### config.mk
export PLATFORM = sky130hd
export DESIGN_NAME = ofcr_regs
export DESIGN_NICKNAME = d
export VERILOG_FILES = /design/src/verilog/ofcr_regs.v
export VERILOG_INCLUDE_DIRS = /design/src /design/src/verilog
export SDC_FILE = /design/constraint.sdc
export NUM_CORES = 1
export LEC_CHECK = 0
export BUFFER_PORTS_ARGS = -buffer_cell sky130_fd_sc_hd__buf_4
export CAP_MARGIN = 20
export CORE_MARGIN = 1
export CORE_UTILIZATION = 30
export CTS_CLUSTER_DIAMETER = 30
export DETAILED_ROUTE_END_ITERATION = 10
export SLEW_MARGIN = 20
export SYNTH_ARGS = -nofsm -noshare
export SYNTH_HDL_FRONTEND = slang
export SYNTH_SLANG_ARGS = --single-unit
### constraint.sdc
create_clock -name pclk -period 2.81 [get_ports pclk]
set_input_delay 0.562 -clock pclk [delete_from_list [all_inputs] [get_ports pclk]]
set_output_delay 0.562 -clock pclk [all_outputs]
set_load 0.01 [all_outputs]
### src/verilog/ofcr_defs.vh
// constants for the optical front-end control register bank
// assumes inclusion by bare name from the design file
`ifndef OFCR_DEFS_VH
`define OFCR_DEFS_VH
// -------------------------------------------------------
// apb byte offsets (index times four for pwr through gain only; coff pair and srange sit higher)
// -------------------------------------------------------
`define OFCR_IDX_PWR       4'h0
`define OFCR_IDX_MODE      4'h1
`define OFCR_IDX_FOCUS     4'h2
`define OFCR_IDX_RFOFF     4'h4
`define OFCR_IDX_RFSUMOFF  4'h5
`define OFCR_IDX_GAIN      4'h6
`define OFCR_IDX_COFF_AB   4'h7
`define OFCR_IDX_COFF_CD   4'h8
`define OFCR_IDX_SRANGE    4'h9
`define OFCR_OFF_WORD      12'h000
`define OFCR_OFF_PWR       12'h000
`define OFCR_OFF_MODE      12'h004
`define OFCR_OFF_FOCUS     12'h008
`define OFCR_OFF_RFOFF     12'h010
`define OFCR_OFF_RFSUMOFF  12'h014
`define OFCR_OFF_GAIN      12'h018
`define OFCR_OFF_COFF_AB   12'h030
`define OFCR_OFF_COFF_CD   12'h034
`define OFCR_OFF_SRANGE    12'h040
`define OFCR_OFF_CMD       12'h080
// -------------------------------------------------------
// control word layout
// -------------------------------------------------------
`define OFCR_SEL_HI        15
`define OFCR_SEL_LO        12
`define OFCR_SEL_PWR       4'h0
`define OFCR_SEL_MODE      4'h1
`define OFCR_SEL_FOCUS     4'h2
`define OFCR_SEL_RFOFF     4'h4
`define OFCR_SEL_RFSUMOFF  4'h5
`define OFCR_SEL_GAIN      4'h6
`define OFCR_SEL_COFF_AB   4'hc
`define OFCR_SEL_COFF_CD   4'hd
// used-bit masks per register
`define OFCR_MASK_PWR      12'h0ff
`define OFCR_MASK_MODE     12'h93f
`define OFCR_MASK_FOCUS    12'hfe0
`define OFCR_MASK_RFOFF    12'hfff
`define OFCR_MASK_RF_INPUT_SOURCE_SEL    12'h03f
`define OFCR_MASK_GAIN     12'hfff
`define OFCR_MASK_COFF     12'h0ff
// reset values: standby, lasers off, normal radial polarity
`define OFCR_RST_PWR       12'h000
`define OFCR_RST_MODE      12'h100
`define OFCR_RST_ZERO      12'h000
// field positions
`define OFCR_GAIN_HI       7
`define OFCR_GAIN_LO       5
`define OFCR_GAIN_MAX      3'h4
`define OFCR_B_DVD_LVL     4
`define OFCR_B_CD_LVL      3
`define OFCR_B_DVD_LD      2
`define OFCR_B_CD_LD       1
`define OFCR_B_PWR         0
`define OFCR_B_PSRC        11
`define OFCR_B_RADPOL      8
`define OFCR_B_DOC         5
`define OFCR_B_FOCMODE     4
`define OFCR_RT_HI         3
`define OFCR_RT_LO         1
`define OFCR_B_RFSRC       0
`define OFCR_B_FOFF_EN     10
`define OFCR_LOFF_HI       11
`define OFCR_LOFF_LO       6
`define OFCR_ROFF_HI       5
`define OFCR_ROFF_LO       0
`define OFCR_RG_HI         11
`define OFCR_RG_LO         8
`define OFCR_CG_HI         7
`define OFCR_CG_LO         4
`define OFCR_NIB_HI_HI     7
`define OFCR_NIB_HI_LO     4
`define OFCR_NIB_LO_HI     3
`define OFCR_NIB_LO_LO     0
// radial tracking method codes
`define OFCR_RT_PHASE_AD   3'h0
`define OFCR_RT_PP_AD      3'h1
`define OFCR_RT_PHASE_SUM  3'h4
`define OFCR_RT_PP_FOUR    3'h5
`define OFCR_RT_PHASE_FOUR 3'h6
`endif

### src/verilog/ofcr_regs.v
// optical front-end control register bank behind an apb slave
// assumes a synchronous apb master on pclk; analog settings are plain outputs
`include "ofcr_defs.vh"
`timescale 1ns/1ps
`default_nettype none

module ofcr_regs (
  input  wire        pclk,
  input  wire        presetn,
  input  wire        psel,
  input  wire        penable,
  input  wire        pwrite,
  input  wire [11:0] paddr,
  input  wire [31:0] pwdata,
  output wire        pready,
  output wire        pslverr,
  output reg  [31:0] prdata,
  output reg  [2:0]  summed_input_gain,
  output reg         dvd_monitor_level,
  output reg         cd_monitor_level,
  output reg         dvd_laser_enable,
  output reg         cd_laser_enable,
  output reg         power_up_bit,
  output reg         phase_offset_source_sel,
  output reg         radial_polarity,
  output reg         dropout_conceal_enable,
  output reg         focus_four_channel,
  output reg  [2:0]  radial_tracking_method,
  output reg         rf_input_source_sel,
  output reg  [5:0]  phase_offset_value,
  output reg  [5:0]  summed_offset_value,
  output reg  [3:0]  radial_output_gain,
  output reg  [3:0]  central_output_gain,
  output reg  [3:0]  central_offset_a,
  output reg  [3:0]  central_offset_b,
  output reg  [3:0]  central_offset_c,
  output reg  [3:0]  central_offset_d,
  output reg         focus_offset_dac_enable,
  output reg         servo_offset_range_sel,
  output reg         bad_word
);

  // -------------------------------------------------------
  // register storage
  // -------------------------------------------------------
  reg [11:0] power_laser_control;
  reg [11:0] servo_rf_mode_select;
  reg [11:0] focus_ctl;
  reg [11:0] rf_offset;
  reg [11:0] rf_sum_offset;
  reg [11:0] gain_ctl;
  reg [11:0] coff_ab;
  reg [11:0] coff_cd;
  reg        srange;

  wire       wr_en = psel & penable & pwrite;
  wire       rd_en = psel & penable & ~pwrite;
  wire       word_wr = wr_en & (paddr == `OFCR_OFF_CMD);
  wire [3:0] sel = pwdata[`OFCR_SEL_HI:`OFCR_SEL_LO];
  wire [11:0] body = pwdata[11:0];

  // decode used once, for pslverr: is the address a known register
  function addr_known;
    input [11:0] a;
    begin
      case (a)
        `OFCR_OFF_PWR, `OFCR_OFF_MODE, `OFCR_OFF_FOCUS, `OFCR_OFF_RFOFF,
        `OFCR_OFF_RFSUMOFF, `OFCR_OFF_GAIN, `OFCR_OFF_COFF_AB,
        `OFCR_OFF_COFF_CD, `OFCR_OFF_SRANGE, `OFCR_OFF_CMD: addr_known = 1'b1;
        default: addr_known = 1'b0;
      endcase
    end
  endfunction

  // write target: a direct apb offset, or the serial-style word port
  function hit;
    input [11:0] a;
    input [3:0]  s;
    input [11:0] off;
    input [3:0]  want;
    begin
      hit = (a == off) | ((a == `OFCR_OFF_CMD) & (s == want));
    end
  endfunction

  assign pready  = 1'b1;
  assign pslverr = psel & penable & ~addr_known(paddr);

  // -------------------------------------------------------
  // write path
  // -------------------------------------------------------
  // word port: selector decides the target; other registers hold
  wire we_pwr      = wr_en & hit(paddr, sel, `OFCR_OFF_PWR, `OFCR_SEL_PWR);
  wire we_mode     = wr_en & hit(paddr, sel, `OFCR_OFF_MODE, `OFCR_SEL_MODE);
  wire we_focus    = wr_en & hit(paddr, sel, `OFCR_OFF_FOCUS, `OFCR_SEL_FOCUS);
  wire we_rfoff    = wr_en & hit(paddr, sel, `OFCR_OFF_RFOFF, `OFCR_SEL_RFOFF);
  wire we_rfsumoff = wr_en & hit(paddr, sel, `OFCR_OFF_RFSUMOFF, `OFCR_SEL_RFSUMOFF);
  wire we_gain     = wr_en & hit(paddr, sel, `OFCR_OFF_GAIN, `OFCR_SEL_GAIN);
  wire we_coff_ab  = wr_en & hit(paddr, sel, `OFCR_OFF_COFF_AB, `OFCR_SEL_COFF_AB);
  wire we_coff_cd  = wr_en & hit(paddr, sel, `OFCR_OFF_COFF_CD, `OFCR_SEL_COFF_CD);
  wire we_srange   = wr_en & (paddr == `OFCR_OFF_SRANGE);

  // selector codes that name a held register
  function sel_held;
    input [3:0] s;
    begin
      case (s)
        `OFCR_SEL_PWR, `OFCR_SEL_MODE, `OFCR_SEL_FOCUS, `OFCR_SEL_RFOFF,
        `OFCR_SEL_RFSUMOFF, `OFCR_SEL_GAIN, `OFCR_SEL_COFF_AB,
        `OFCR_SEL_COFF_CD: sel_held = 1'b1;
        default: sel_held = 1'b0;
      endcase
    end
  endfunction

  always @(posedge pclk or negedge presetn) begin
    if (!presetn) begin
      power_laser_control <= `OFCR_RST_PWR;
    end else if (we_pwr) begin
      power_laser_control <= body & `OFCR_MASK_PWR;
    end
  end

  always @(posedge pclk or negedge presetn) begin
    if (!presetn) begin
      servo_rf_mode_select <= `OFCR_RST_MODE;
    end else if (we_mode) begin
      servo_rf_mode_select <= body & `OFCR_MASK_MODE;
    end
  end

  always @(posedge pclk or negedge presetn) begin
    if (!presetn) begin
      focus_ctl <= `OFCR_RST_ZERO;
    end else if (we_focus) begin
      focus_ctl <= body & `OFCR_MASK_FOCUS;
    end
  end

  always @(posedge pclk or negedge presetn) begin
    if (!presetn) begin
      rf_offset <= `OFCR_RST_ZERO;
    end else if (we_rfoff) begin
      rf_offset <= body & `OFCR_MASK_RFOFF;
    end
  end

  always @(posedge pclk or negedge presetn) begin
    if (!presetn) begin
      rf_sum_offset <= `OFCR_RST_ZERO;
    end else if (we_rfsumoff) begin
      rf_sum_offset <= body & `OFCR_MASK_RF_INPUT_SOURCE_SEL;
    end
  end

  always @(posedge pclk or negedge presetn) begin
    if (!presetn) begin
      gain_ctl <= `OFCR_RST_ZERO;
    end else if (we_gain) begin
      gain_ctl <= body & `OFCR_MASK_GAIN;
    end
  end

  always @(posedge pclk or negedge presetn) begin
    if (!presetn) begin
      coff_ab <= `OFCR_RST_ZERO;
    end else if (we_coff_ab) begin
      coff_ab <= body & `OFCR_MASK_COFF;
    end
  end

  always @(posedge pclk or negedge presetn) begin
    if (!presetn) begin
      coff_cd <= `OFCR_RST_ZERO;
    end else if (we_coff_cd) begin
      coff_cd <= body & `OFCR_MASK_COFF;
    end
  end

  always @(posedge pclk or negedge presetn) begin
    if (!presetn) begin
      srange <= 1'b0;
    end else if (we_srange) begin
      srange <= pwdata[0];
    end
  end

  // sticky flag for a word whose selector names no held register; set wins
  always @(posedge pclk or negedge presetn) begin
    if (!presetn) begin
      bad_word <= 1'b0;
    end else if (word_wr && !sel_held(sel)) begin
      bad_word <= 1'b1;
    end else if (we_srange && pwdata[1]) begin
      bad_word <= 1'b0;
    end
  end

  // -------------------------------------------------------
  // settings outputs, registered
  // -------------------------------------------------------
  reg [2:0] next_gain;
  reg [5:0] next_phase_off;

  always @* begin
    // reserved gain codes clamp to the top step, no undefined analog state
    next_gain = power_laser_control[`OFCR_GAIN_HI:`OFCR_GAIN_LO];
    if (next_gain > `OFCR_GAIN_MAX) begin
      next_gain = `OFCR_GAIN_MAX;
    end
    if (servo_rf_mode_select[`OFCR_B_PSRC]) begin
      next_phase_off = rf_sum_offset[`OFCR_ROFF_HI:`OFCR_ROFF_LO];
    end else if (servo_rf_mode_select[`OFCR_B_RFSRC]) begin
      next_phase_off = rf_offset[`OFCR_ROFF_HI:`OFCR_ROFF_LO];
    end else begin
      next_phase_off = rf_offset[`OFCR_LOFF_HI:`OFCR_LOFF_LO];
    end
  end

  // -------------------------------------------------------
  // power and laser outputs
  // -------------------------------------------------------
  always @(posedge pclk or negedge presetn) begin
    if (!presetn) begin
      summed_input_gain <= 3'h0;
      dvd_monitor_level <= 1'b0;
      cd_monitor_level  <= 1'b0;
      dvd_laser_enable  <= 1'b0;
      cd_laser_enable   <= 1'b0;
      power_up_bit      <= 1'b0;
    end else begin
      summed_input_gain <= next_gain;
      dvd_monitor_level <= power_laser_control[`OFCR_B_DVD_LVL];
      cd_monitor_level  <= power_laser_control[`OFCR_B_CD_LVL];
      // lasers not gated by power: sequencing is left to the host
      dvd_laser_enable  <= power_laser_control[`OFCR_B_DVD_LD];
      cd_laser_enable   <= power_laser_control[`OFCR_B_CD_LD];
      power_up_bit      <= power_laser_control[`OFCR_B_PWR];
    end
  end

  // -------------------------------------------------------
  // servo and rf mode outputs
  // -------------------------------------------------------
  always @(posedge pclk or negedge presetn) begin
    if (!presetn) begin
      phase_offset_source_sel <= 1'b0;
      radial_polarity         <= 1'b1;
      dropout_conceal_enable  <= 1'b0;
      focus_four_channel      <= 1'b0;
      radial_tracking_method  <= 3'h0;
      rf_input_source_sel     <= 1'b0;
    end else begin
      phase_offset_source_sel <= servo_rf_mode_select[`OFCR_B_PSRC];
      radial_polarity         <= servo_rf_mode_select[`OFCR_B_RADPOL];
      dropout_conceal_enable  <= servo_rf_mode_select[`OFCR_B_DOC];
      focus_four_channel      <= servo_rf_mode_select[`OFCR_B_FOCMODE];
      radial_tracking_method  <= servo_rf_mode_select[`OFCR_RT_HI:`OFCR_RT_LO];
      rf_input_source_sel     <= servo_rf_mode_select[`OFCR_B_RFSRC];
    end
  end

  // -------------------------------------------------------
  // rf offset converter outputs
  // -------------------------------------------------------
  // both converters move on the same edge, so a shared value never splits
  always @(posedge pclk or negedge presetn) begin
    if (!presetn) begin
      phase_offset_value  <= 6'h00;
      summed_offset_value <= 6'h00;
    end else begin
      phase_offset_value <= next_phase_off;
      if (servo_rf_mode_select[`OFCR_B_RFSRC] && !servo_rf_mode_select[`OFCR_B_PSRC]) begin
        summed_offset_value <= rf_offset[`OFCR_ROFF_HI:`OFCR_ROFF_LO];
      end else begin
        summed_offset_value <= rf_sum_offset[`OFCR_ROFF_HI:`OFCR_ROFF_LO];
      end
    end
  end

  // -------------------------------------------------------
  // servo gain outputs
  // -------------------------------------------------------
  always @(posedge pclk or negedge presetn) begin
    if (!presetn) begin
      radial_output_gain  <= 4'h0;
      central_output_gain <= 4'h0;
    end else begin
      radial_output_gain  <= gain_ctl[`OFCR_RG_HI:`OFCR_RG_LO];
      central_output_gain <= gain_ctl[`OFCR_CG_HI:`OFCR_CG_LO];
    end
  end

  // -------------------------------------------------------
  // central servo offset outputs
  // -------------------------------------------------------
  always @(posedge pclk or negedge presetn) begin
    if (!presetn) begin
      central_offset_a <= 4'h0;
      central_offset_b <= 4'h0;
      central_offset_c <= 4'h0;
      central_offset_d <= 4'h0;
    end else begin
      central_offset_a <= coff_ab[`OFCR_NIB_HI_HI:`OFCR_NIB_HI_LO];
      central_offset_b <= coff_ab[`OFCR_NIB_LO_HI:`OFCR_NIB_LO_LO];
      central_offset_c <= coff_cd[`OFCR_NIB_HI_HI:`OFCR_NIB_HI_LO];
      central_offset_d <= coff_cd[`OFCR_NIB_LO_HI:`OFCR_NIB_LO_LO];
    end
  end

  // -------------------------------------------------------
  // focus converter and offset range outputs
  // -------------------------------------------------------
  always @(posedge pclk or negedge presetn) begin
    if (!presetn) begin
      focus_offset_dac_enable <= 1'b0;
      servo_offset_range_sel  <= 1'b0;
    end else begin
      // stored bit is active low: zero means converter on
      focus_offset_dac_enable <= ~focus_ctl[`OFCR_B_FOFF_EN];
      servo_offset_range_sel  <= srange;
    end
  end

  // -------------------------------------------------------
  // read path
  // -------------------------------------------------------
  // selector reads back so software sees the stored word form
  always @(posedge pclk or negedge presetn) begin
    if (!presetn) begin
      prdata <= 32'h0000_0000;
    end else if (psel && !penable && !pwrite) begin
      case (paddr)
        `OFCR_OFF_PWR:      prdata <= {16'h0000, `OFCR_SEL_PWR, power_laser_control};
        `OFCR_OFF_MODE:     prdata <= {16'h0000, `OFCR_SEL_MODE, servo_rf_mode_select};
        `OFCR_OFF_FOCUS:    prdata <= {16'h0000, `OFCR_SEL_FOCUS, focus_ctl};
        `OFCR_OFF_RFOFF:    prdata <= {16'h0000, `OFCR_SEL_RFOFF, rf_offset};
        `OFCR_OFF_RFSUMOFF: prdata <= {16'h0000, `OFCR_SEL_RFSUMOFF, rf_sum_offset};
        `OFCR_OFF_GAIN:     prdata <= {16'h0000, `OFCR_SEL_GAIN, gain_ctl};
        `OFCR_OFF_COFF_AB:  prdata <= {16'h0000, `OFCR_SEL_COFF_AB, coff_ab};
        `OFCR_OFF_COFF_CD:  prdata <= {16'h0000, `OFCR_SEL_COFF_CD, coff_cd};
        `OFCR_OFF_SRANGE:   prdata <= {30'h0000_0000, bad_word, srange};
        default:            prdata <= 32'h0000_0000;
      endcase
    end
  end

  wire unused_rd = rd_en;

endmodule // ofcr_regs

`default_nettype wire

## Yosys cells after proc, flatten, opt, wreduce, memory -nomap -nowiden

Memories as Yosys holds them, arrays and structs flattened.
Cells that the tools add are included.
W data, S select, Z words.

- $add $sub $neg: 0
- Multipliers: 0
- Divide/modulo/power cells: 0
- Magnitude comparators: 1
- Equal/unequal tests: 16
- Shift operators: 0
- Muxes and demuxes: 8
- Bitwise logic cells: 31
- Reduce and logical (&&, ||, !) cells: 13

Operators by type and width:

| kind | count |
|---|---|
| $pmux W16 S9 | 1 |
| $eq A12 B5 Y1 const B | 3 |
| $eq A12 B6 Y1 const B | 2 |
| $and A1 B1 Y1 | 21 |
| $mux W6 | 3 |
| $eq A12 B3 Y1 const B | 1 |
| $eq A12 B4 Y1 const B | 1 |
| $eq A12 B7 Y1 const B | 1 |
| $eq A12 B8 Y1 const B | 1 |
| $eq A4 B3 Y1 const B | 3 |
| $logic_not A12 Y1 | 1 |
| $reduce_or A10 Y1 | 1 |
| $eq A4 B4 Y1 const B | 2 |
| $or A1 B1 Y1 | 8 |
| $logic_and A1 B1 Y1 | 5 |
| $eq A4 B1 Y1 const B | 1 |
| $eq A4 B2 Y1 const B | 1 |
| $logic_not A1 Y1 | 4 |
| $logic_not A4 Y1 | 1 |
| $gt A3 B3 Y1 const B | 1 |
| $mux W1 | 3 |
| $mux W3 | 1 |
| $not A1 Y1 | 2 |
| $reduce_bool A2 Y1 | 1 |

- Register bits: 157
- Latch bits: 0
- Bits in writable memories: 0
- ROM bits: 16
- Bits of input ports: 49
- Output and inout port bits: 89
- Word-level logic and storage cells: 103
- Memories kept: 1

Memory list:

| name | words | width | read ports | clocked after Yosys merged registers in | wr ports | line | RTL |
|---|---|---|---|---|---|---|---|
| (no name shown) | 16 | 1 | 1 | 0 | 0 | ofcr_regs.v:107 | `case (s)` |

## Logic depth before layout (Yosys ltp)

Gate-level depths: netlist of run 1.

- Depth in word-level cells: 6
- Gate-level depth with buffers: 7
- Depth with buffers taken out: 4

## Worst setup path after synthesis of run 1

OpenSTA, ideal clock, no wires.

- Path kind: input to output
- Start: input paddr[7]
- End: output pslverr
- Data arrival time: 1.849 ns
- Data required time: 2.248 ns
- Slack: 0.399 ns
- Stages: 5
- Path buffers: 2
- Cells stage by stage: buf_2 -> or3b_2 -> buf_2 -> nor4b_4 -> a2111oi_0

- Cells in the longest elaborated chain, start to end: 5
- Elaborated cells between the ends (all ways): 14
- Those cells by class: 9 x eq/ne; 1 x mux; 2 x bitwise; 2 x reduce/logical

RTL lines:

| element | line | RTL |
|---|---|---|
| from (decl) | ofcr_regs.v:13 | `input wire [11:0] paddr,` |
| $eq A12 B8 Y1 (tied with other cells) | ofcr_regs.v:66 | `case (a)` |
| $reduce_or A10 Y1 (*) | ofcr_regs.v:66 |  |
| $mux W1 (*) | ofcr_regs.v:66 |  |
| $not A1 Y1 (*) | ofcr_regs.v:87 | `assign pslverr = psel & penable & ~addr_known(paddr);` |
| $and A1 B1 Y1 (*) | ofcr_regs.v:87 |  |
| to (decl) | ofcr_regs.v:16 | `output wire pslverr,` |

Every way passes the cells marked *; elsewhere a longest branch is shown, timed or not.

## Worst setup path in the final report of run 1

- Start: input paddr[9]
- End: output pslverr

Same word-level chain as after synthesis.

==> results.json, run 1 <==
{
  "postCtsSetupBuffers": 0,
  "status": "finished clean",
  "nets": 642,
  "finClkSkew_ns": 0.00519,
  "cts_buffer_depth": 2,
  "p_leak_nw": 3.71,
  "worstSetupEndpointType": "output port",
  "peakVddDrop_uv": 363,
  "synth_mux_area_share_pct": 18.2,
  "die_x_um": 148,
  "grt_pass1_wl_um": 27400,
  "drc": 0,
  "design.portCount": 138,
  "ys_ff_latch": 141,
  "clock_latency_ns": 0.42,
  "slew_violations": 0,
  "crit_type": "in2out",
  "cts_sinks": 141,
  "fmax_ghz": 0.378,
  "fin_crit_sh_pct": 94.1,
  "drive_gt1_share_pct": 44.2,
  "cts_root_buf": "clkbuf_16",
  "startpoint_type": "input port",
  "syn-instance-count": 475,
  "crit_buf_inv": 2,
  "hold_path.class": "in2async",
  "syn_avg_cell_area_um2": 13.4,
  "syn_area_um2": 6370,
  "tns_ns": 0,
  "wl_per_cell_um": 20.1,
  "synth-adder-area-share_pct": 0.157,
  "numCtsBuffers": 17,
  "reg2reg_setup_slack_ns": 0.99,
  "drtPass1Iterations": 4,
  "ctsHoldBuffers": 0,
  "post-route-util_pct": 39.0,
  "die_h_um": 148,
  "drt-initial-drc-count": 227,
  "post_cts_resized": 0,
  "antenna_found_initial": 0,
  "required_ns": 2.25,
  "synth_top_area_share_pct": 54.6,
  "cts_htree_levels": 4,
  "synth_cell_types": 63,
  "mostFrequentLayoutCell": "dfrtp_1",
  "grt_pass1_vias": 4519,
  "powerDensity_nw_per_um2": 541,
  "synth.top_cells.by_area": "dfrtp_1, mux2_2, mux2i_1",
  "final_cell_mix": "dfrtp_1, buf_4, mux2_2",
  "synth_top_family_by_area": "multiplexers",
  "drv_cap": 0,
  "gp_congestion": 0.846,
  "synth-compound-area-share_pct": 9.08,
  "drtAntennaViolNets": 0,
  "layout_setup_ws_ns": 0.167,
  "yosysSeqAreaShare_pct": 55.5,
  "worstPathArrival_ns": 2.08,
  "core_um2": 20500,
  "slew_headroom_pct": 54.7,
  "cp_max_fo": 13,
  "rows": 52,
  "start_util_pct": 31.1,
  "cpMostUsedCell": "buf_4",
  "port_buffers": 104,
  "areaGrowthSynthToFinish_pct": 25.5,
  "grt_overflow": 0,
  "fin_crit_ns": 2.64,
  "path_delay_family": "simple AND/OR/NAND/NOR gates",
  "cp_cell_sequence": "buf_4 > or4_4 > nor4_2 > a2111oi_0 > buf_4",
  "antenna_cells": 0,
  "tritoncts": "built",
  "hold_viol_final": 0,
  "dp_hpwl_um": 12800,
  "yosysTopAreaCell": "dfrtp_1",
  "worst_slew_pin_slew_ns": 0.662,
  "routed_wl_um": 17600,
  "slowest_stage": "or4_4",
  "rsz0062_at_grt": "no",
  "max_stage_delay_ns": 0.67,
  "grt_start_max_net_pins": 58,
  "viasPerCell": 4.93,
  "synth_xor_area_share_pct": 0,
  "synth-simple-area-share_pct": 12.0,
  "grt_usage_pct": 17.1,
  "ys_warn_count": 0,
  "vias": 4318,
  "die_area_um2": 21800,
  "setup_viol": 0,
  "place_ws_ns": 0.112,
  "path_clk_slew_ns": 0.06
}
==> synthesized netlist by cell type (all sizes together) <==
library cell and number:
or4 7, a22oi 7, inv 3, nor3 4, nor4 16, mux2i 22, a21oi 2, and2 2
clkbuf 11, nor2b 8, nor2 13, nand2b 3, a311oi 1, a2bb2oi 1, o22ai 7, dfrtp 139
conb 2, nor4b 3, o211ai 1, dfstp 2, nand4 6, maj3 1, o41ai 1, a221oi 1
a32oi 3, nor3b 3, o32ai 4, buf 34, nand2 26, a22o 2, or3 2, o21ai 21
a211oi 4, nand3 12, a2111oi 1, or2 2, a21boi 5, and3 2, o31a 1, a222oi 3
a32o 1, mux2 80, or3b 2, nand3b 2, or4b 2
==> power by group <==
part / internal (mW) / switching, mW
Clock: 1.16 / 0.878
Sequential: 2.04 / 0.00536
Combinational: 0.0812 / 0.166
Total: 3.28 / 1.05
==> state kept, by name, summed over array words and instances (netlist names), 4 cells and up <==
name and flops:
central_output_gain 4, coff_ab 8, coff_cd 8, rf_sum_offset 6, summed_offset_value 6, central_offset_d 4
power_laser_control 8, central_offset_b 4, focus_ctl 7, gain_ctl 12, servo_rf_mode_select 8, radial_output_gain 4
phase_offset_value 6, prdata 16, central_offset_c 4, central_offset_a 4, rf_offset 12
==> per-layer routing <==
| metal | vias to the layer above | global-route usage (%) | share of wire, % |
|---|---|---|---|
| met2 | 108 | 27.9 | 48 |
| met4 | 0 | 4.85 | 1.3 |
| met1 | 2223 | 22.7 | 46 |
| li1 | 1972 | - | - |
| met3 | 15 | 3.70 | 4.5 |
| met5 | - | 0 | 0 |
==> worst reg2reg max path: stages (launching register included) <==
cell	delay, ns
dfrtp_1	0.65
nor2b_1	0.63
mux2_2	0.43
==> final timing paths <==
path | cells past startpoint | startpoint | end
worst max register to register | 2 | servo_rf_mode_select[0] | summed_offset_value[3]
worst min register to register | 0 | servo_rf_mode_select[8] | radial_polarity
max in group asynchronous | 2 | presetn | servo_rf_mode_select[8]
min in group pclk | 0 | servo_rf_mode_select[8] | radial_polarity
worst max-delay path | 5 | paddr[9] | pslverr
worst min-delay path | 1 | presetn | servo_offset_range_sel
==> per-stage QoR <==
step	hold WS (ns)	area, um2	power [mW]	cells
5_1_grt	0.134	7990	4.48	876
3_3_place_gp	0.370	7450	2.33	844
6_report	0.104	7990	4.33	876
3_5_place_dp	0.367	7450	2.33	844
2_1_floorplan	0.266	6420	2.20	490
4_1_cts	0.109	7990	4.38	876
==> layout make-up <==
cell class / count / area (um2)
fill: 1980 / 12500
sequential: 141 / 3530
multi-input combinational: 301 / 2580
timing repair buffer: 129 / 997
clock buffer: 20 / 447
tap: 270 / 338
clock inverter: 12 / 90.1
inverter: 3 / 11.3
==> kinds of logic (layout without fill, tap and decap cells) <==
group	after synthesis	in the layout
flip-flops	141	141
AND/OR/NAND/NOR	115	115
multiplexers	102	102
other	2	17
buffers and inverters	48	164
adder cells (fa/ha/maj)	1	1
AO/OA/AOI/OAI	66	66
(Power assumes the default switching activity.)
==> run 2, diff against run 1 <==
--- a/config.mk
+++ b/config.mk
@@ -8,6 +8,7 @@
 export LEC_CHECK = 0
 export BUFFER_PORTS_ARGS = -buffer_cell sky130_fd_sc_hd__buf_4
 export CAP_MARGIN = 20
+export CORE_ASPECT_RATIO = 2
 export CORE_MARGIN = 1
 export CORE_UTILIZATION = 30
 export CTS_CLUSTER_DIAMETER = 30
==> run 2 against run 1 <==
Against the previous run:
- maximum frequency grew 4.2%
- combinational power hardly changed
- die area rose by 0.16%
- register-to-register slack gained 0.04 ns
- via count increased by 0.25%
- final area grew 1.8%
==> results.json, run 2 (synthesis gave the netlist of run 1 again) <==
{
  "hold_path.class": "in2async",
  "antenna_found_initial": 0,
  "viasPerCell": 4.94,
  "grt_start_max_net_pins": 53,
  "vias": 4329,
  "dp_hpwl_um": 14000,
  "core_um2": 20900,
  "post-route-util_pct": 38.9,
  "fin_crit_ns": 2.54,
  "total_power_mw": 4.67,
  "port_buffers": 104,
  "drtPass1Iterations": 4,
  "top_register": "prdata",
  "post_cts_resized": 0,
  "drive_gt1_share_pct": 44.5,
  "startpoint_type": "input port",
  "wl_per_cell_um": 20.7,
  "die_x_um": 105,
  "holdWs_ns": 0.0445,
  "tritoncts": "built",
  "design.portCount": 138,
  "place_area_um2": 7520,
  "cts_root_buf": "clkbuf_16",
  "die_area_um2": 21800,
  "ctsHoldBuffers": 0,
  "slowest_stage": "or4_4",
  "place_ws_ns": 0.216,
  "worstSetupEndpointType": "output port",
  "finClkSkew_ns": 0.00688,
  "nets": 644,
  "path_clk_slew_ns": 0.06,
  "areaGrowthSynthToFinish_pct": 27.8,
  "grt_pass1_wl_um": 28100,
  "drt-initial-drc-count": 274,
  "r2r_start": "servo_rf_mode_select[0]",
  "mostFrequentLayoutCell": "dfrtp_1",
  "cts_buffer_depth": 2,
  "numCtsBuffers": 17,
  "worstPathArrival_ns": 1.97,
  "peakVddDrop_uv": 451,
  "grt_overflow": 0,
  "required_ns": 2.25,
  "fin_crit_sh_pct": 90.2,
  "grt_pass1_vias": 4714,
  "start_util_pct": 30.4,
  "clock_latency_ns": 0.43,
  "rows": 75,
  "cts_htree_levels": 4,
  "final_cells": 876,
  "gp_congestion": 0.852,
  "status": "finished clean",
  "top_regs": "prdata x16, gain_ctl x12, rf_offset x12",
  "slew_violations": 0,
  "fmax_ghz": 0.394,
  "layout_setup_ws_ns": 0.274,
  "cp_cell_sequence": "buf_4 > or4_4 > nor4b_4 > a2111oi_0 > buf_4",
  "die_h_um": 208,
  "max_stage_delay_ns": 0.63,
  "drc": 0,
  "slew_headroom_pct": 50.1,
  "cts_sinks": 141,
  "cp_max_fo": 8,
  "p_leak_nw": 3.78,
  "tns_ns": 0,
  "cpMostUsedCell": "buf_4",
  "reg2reg_setup_slack_ns": 1.03,
  "antenna_cells": 0,
  "powerDensity_nw_per_um2": 573,
  "postCtsSetupBuffers": 0,
  "setup_viol": 0,
  "rsz0062_at_grt": "no",
  "final_area_um2": 8140,
  "hold_viol_final": 0,
  "rr_worst_depth": 2,
  "largest_reg_flops": 16,
  "dp.cells": 845,
  "drtAntennaViolNets": 0,
  "crit_type": "in2out",
  "worst_slew_pin_slew_ns": 0.742,
  "final_cell_mix": "dfrtp_1, buf_4, mux2_2",
  "drv_cap": 0,
  "r2r-end": "summed_offset_value[3]",
  "grt_usage_pct": 17.7,
  "routed_wl_um": 18200
}
-- run 2: final cells by class --
cell class              instances  area, um2
clock inverters                13        190
well taps                     269        337
repair buffers                131       1060
multi-input cells             301       2580
flip-flops and latches        141       3530
fillers                      1984      12800
inverters                       3       11.3
clock buffers                  18        429
-- run 2: report_power, final --
part | internal [mW] | switching [mW] | total [mW]
registers | 2.04 | 0.00652 | 2.05
logic | 0.0812 | 0.163 | 0.244
clock network | 1.49 | 0.889 | 2.38
total | 3.61 | 1.06 | 4.67
-- run 2: worst max-delay path by stage --
stage | start | endpoint | slack [ns]
5_1_grt | paddr[2] | pslverr | 0.06
6_report | paddr[9] | pslverr | 0.27
4_1_cts | paddr[2] | pslverr | 0.22
2_1_floorplan | paddr[7] | pslverr | 0.40
3_3_place_gp | paddr[9] | prdata[7] | 0.19
3_5_place_dp | paddr[5] | prdata[6] | 0.22
-- run 2: critical path: cells and delay by family --
kind,cells,cell delay (ns)
and+or+nand+nor,2,0.98
buffers and inverters,2,0.29
AOI/OAI and AO/OA,1,0.13
-- run 2: routing by layer --
layer  vias to the layer above  share of wire [%]  GRT usage [%]
met5                         -                  0              0
met4                         0                3.9           9.66
met3                        35                3.2           3.41
met2                       128                 57           33.2
met1                      2213                 36           18.0
li1                       1953                  -              -
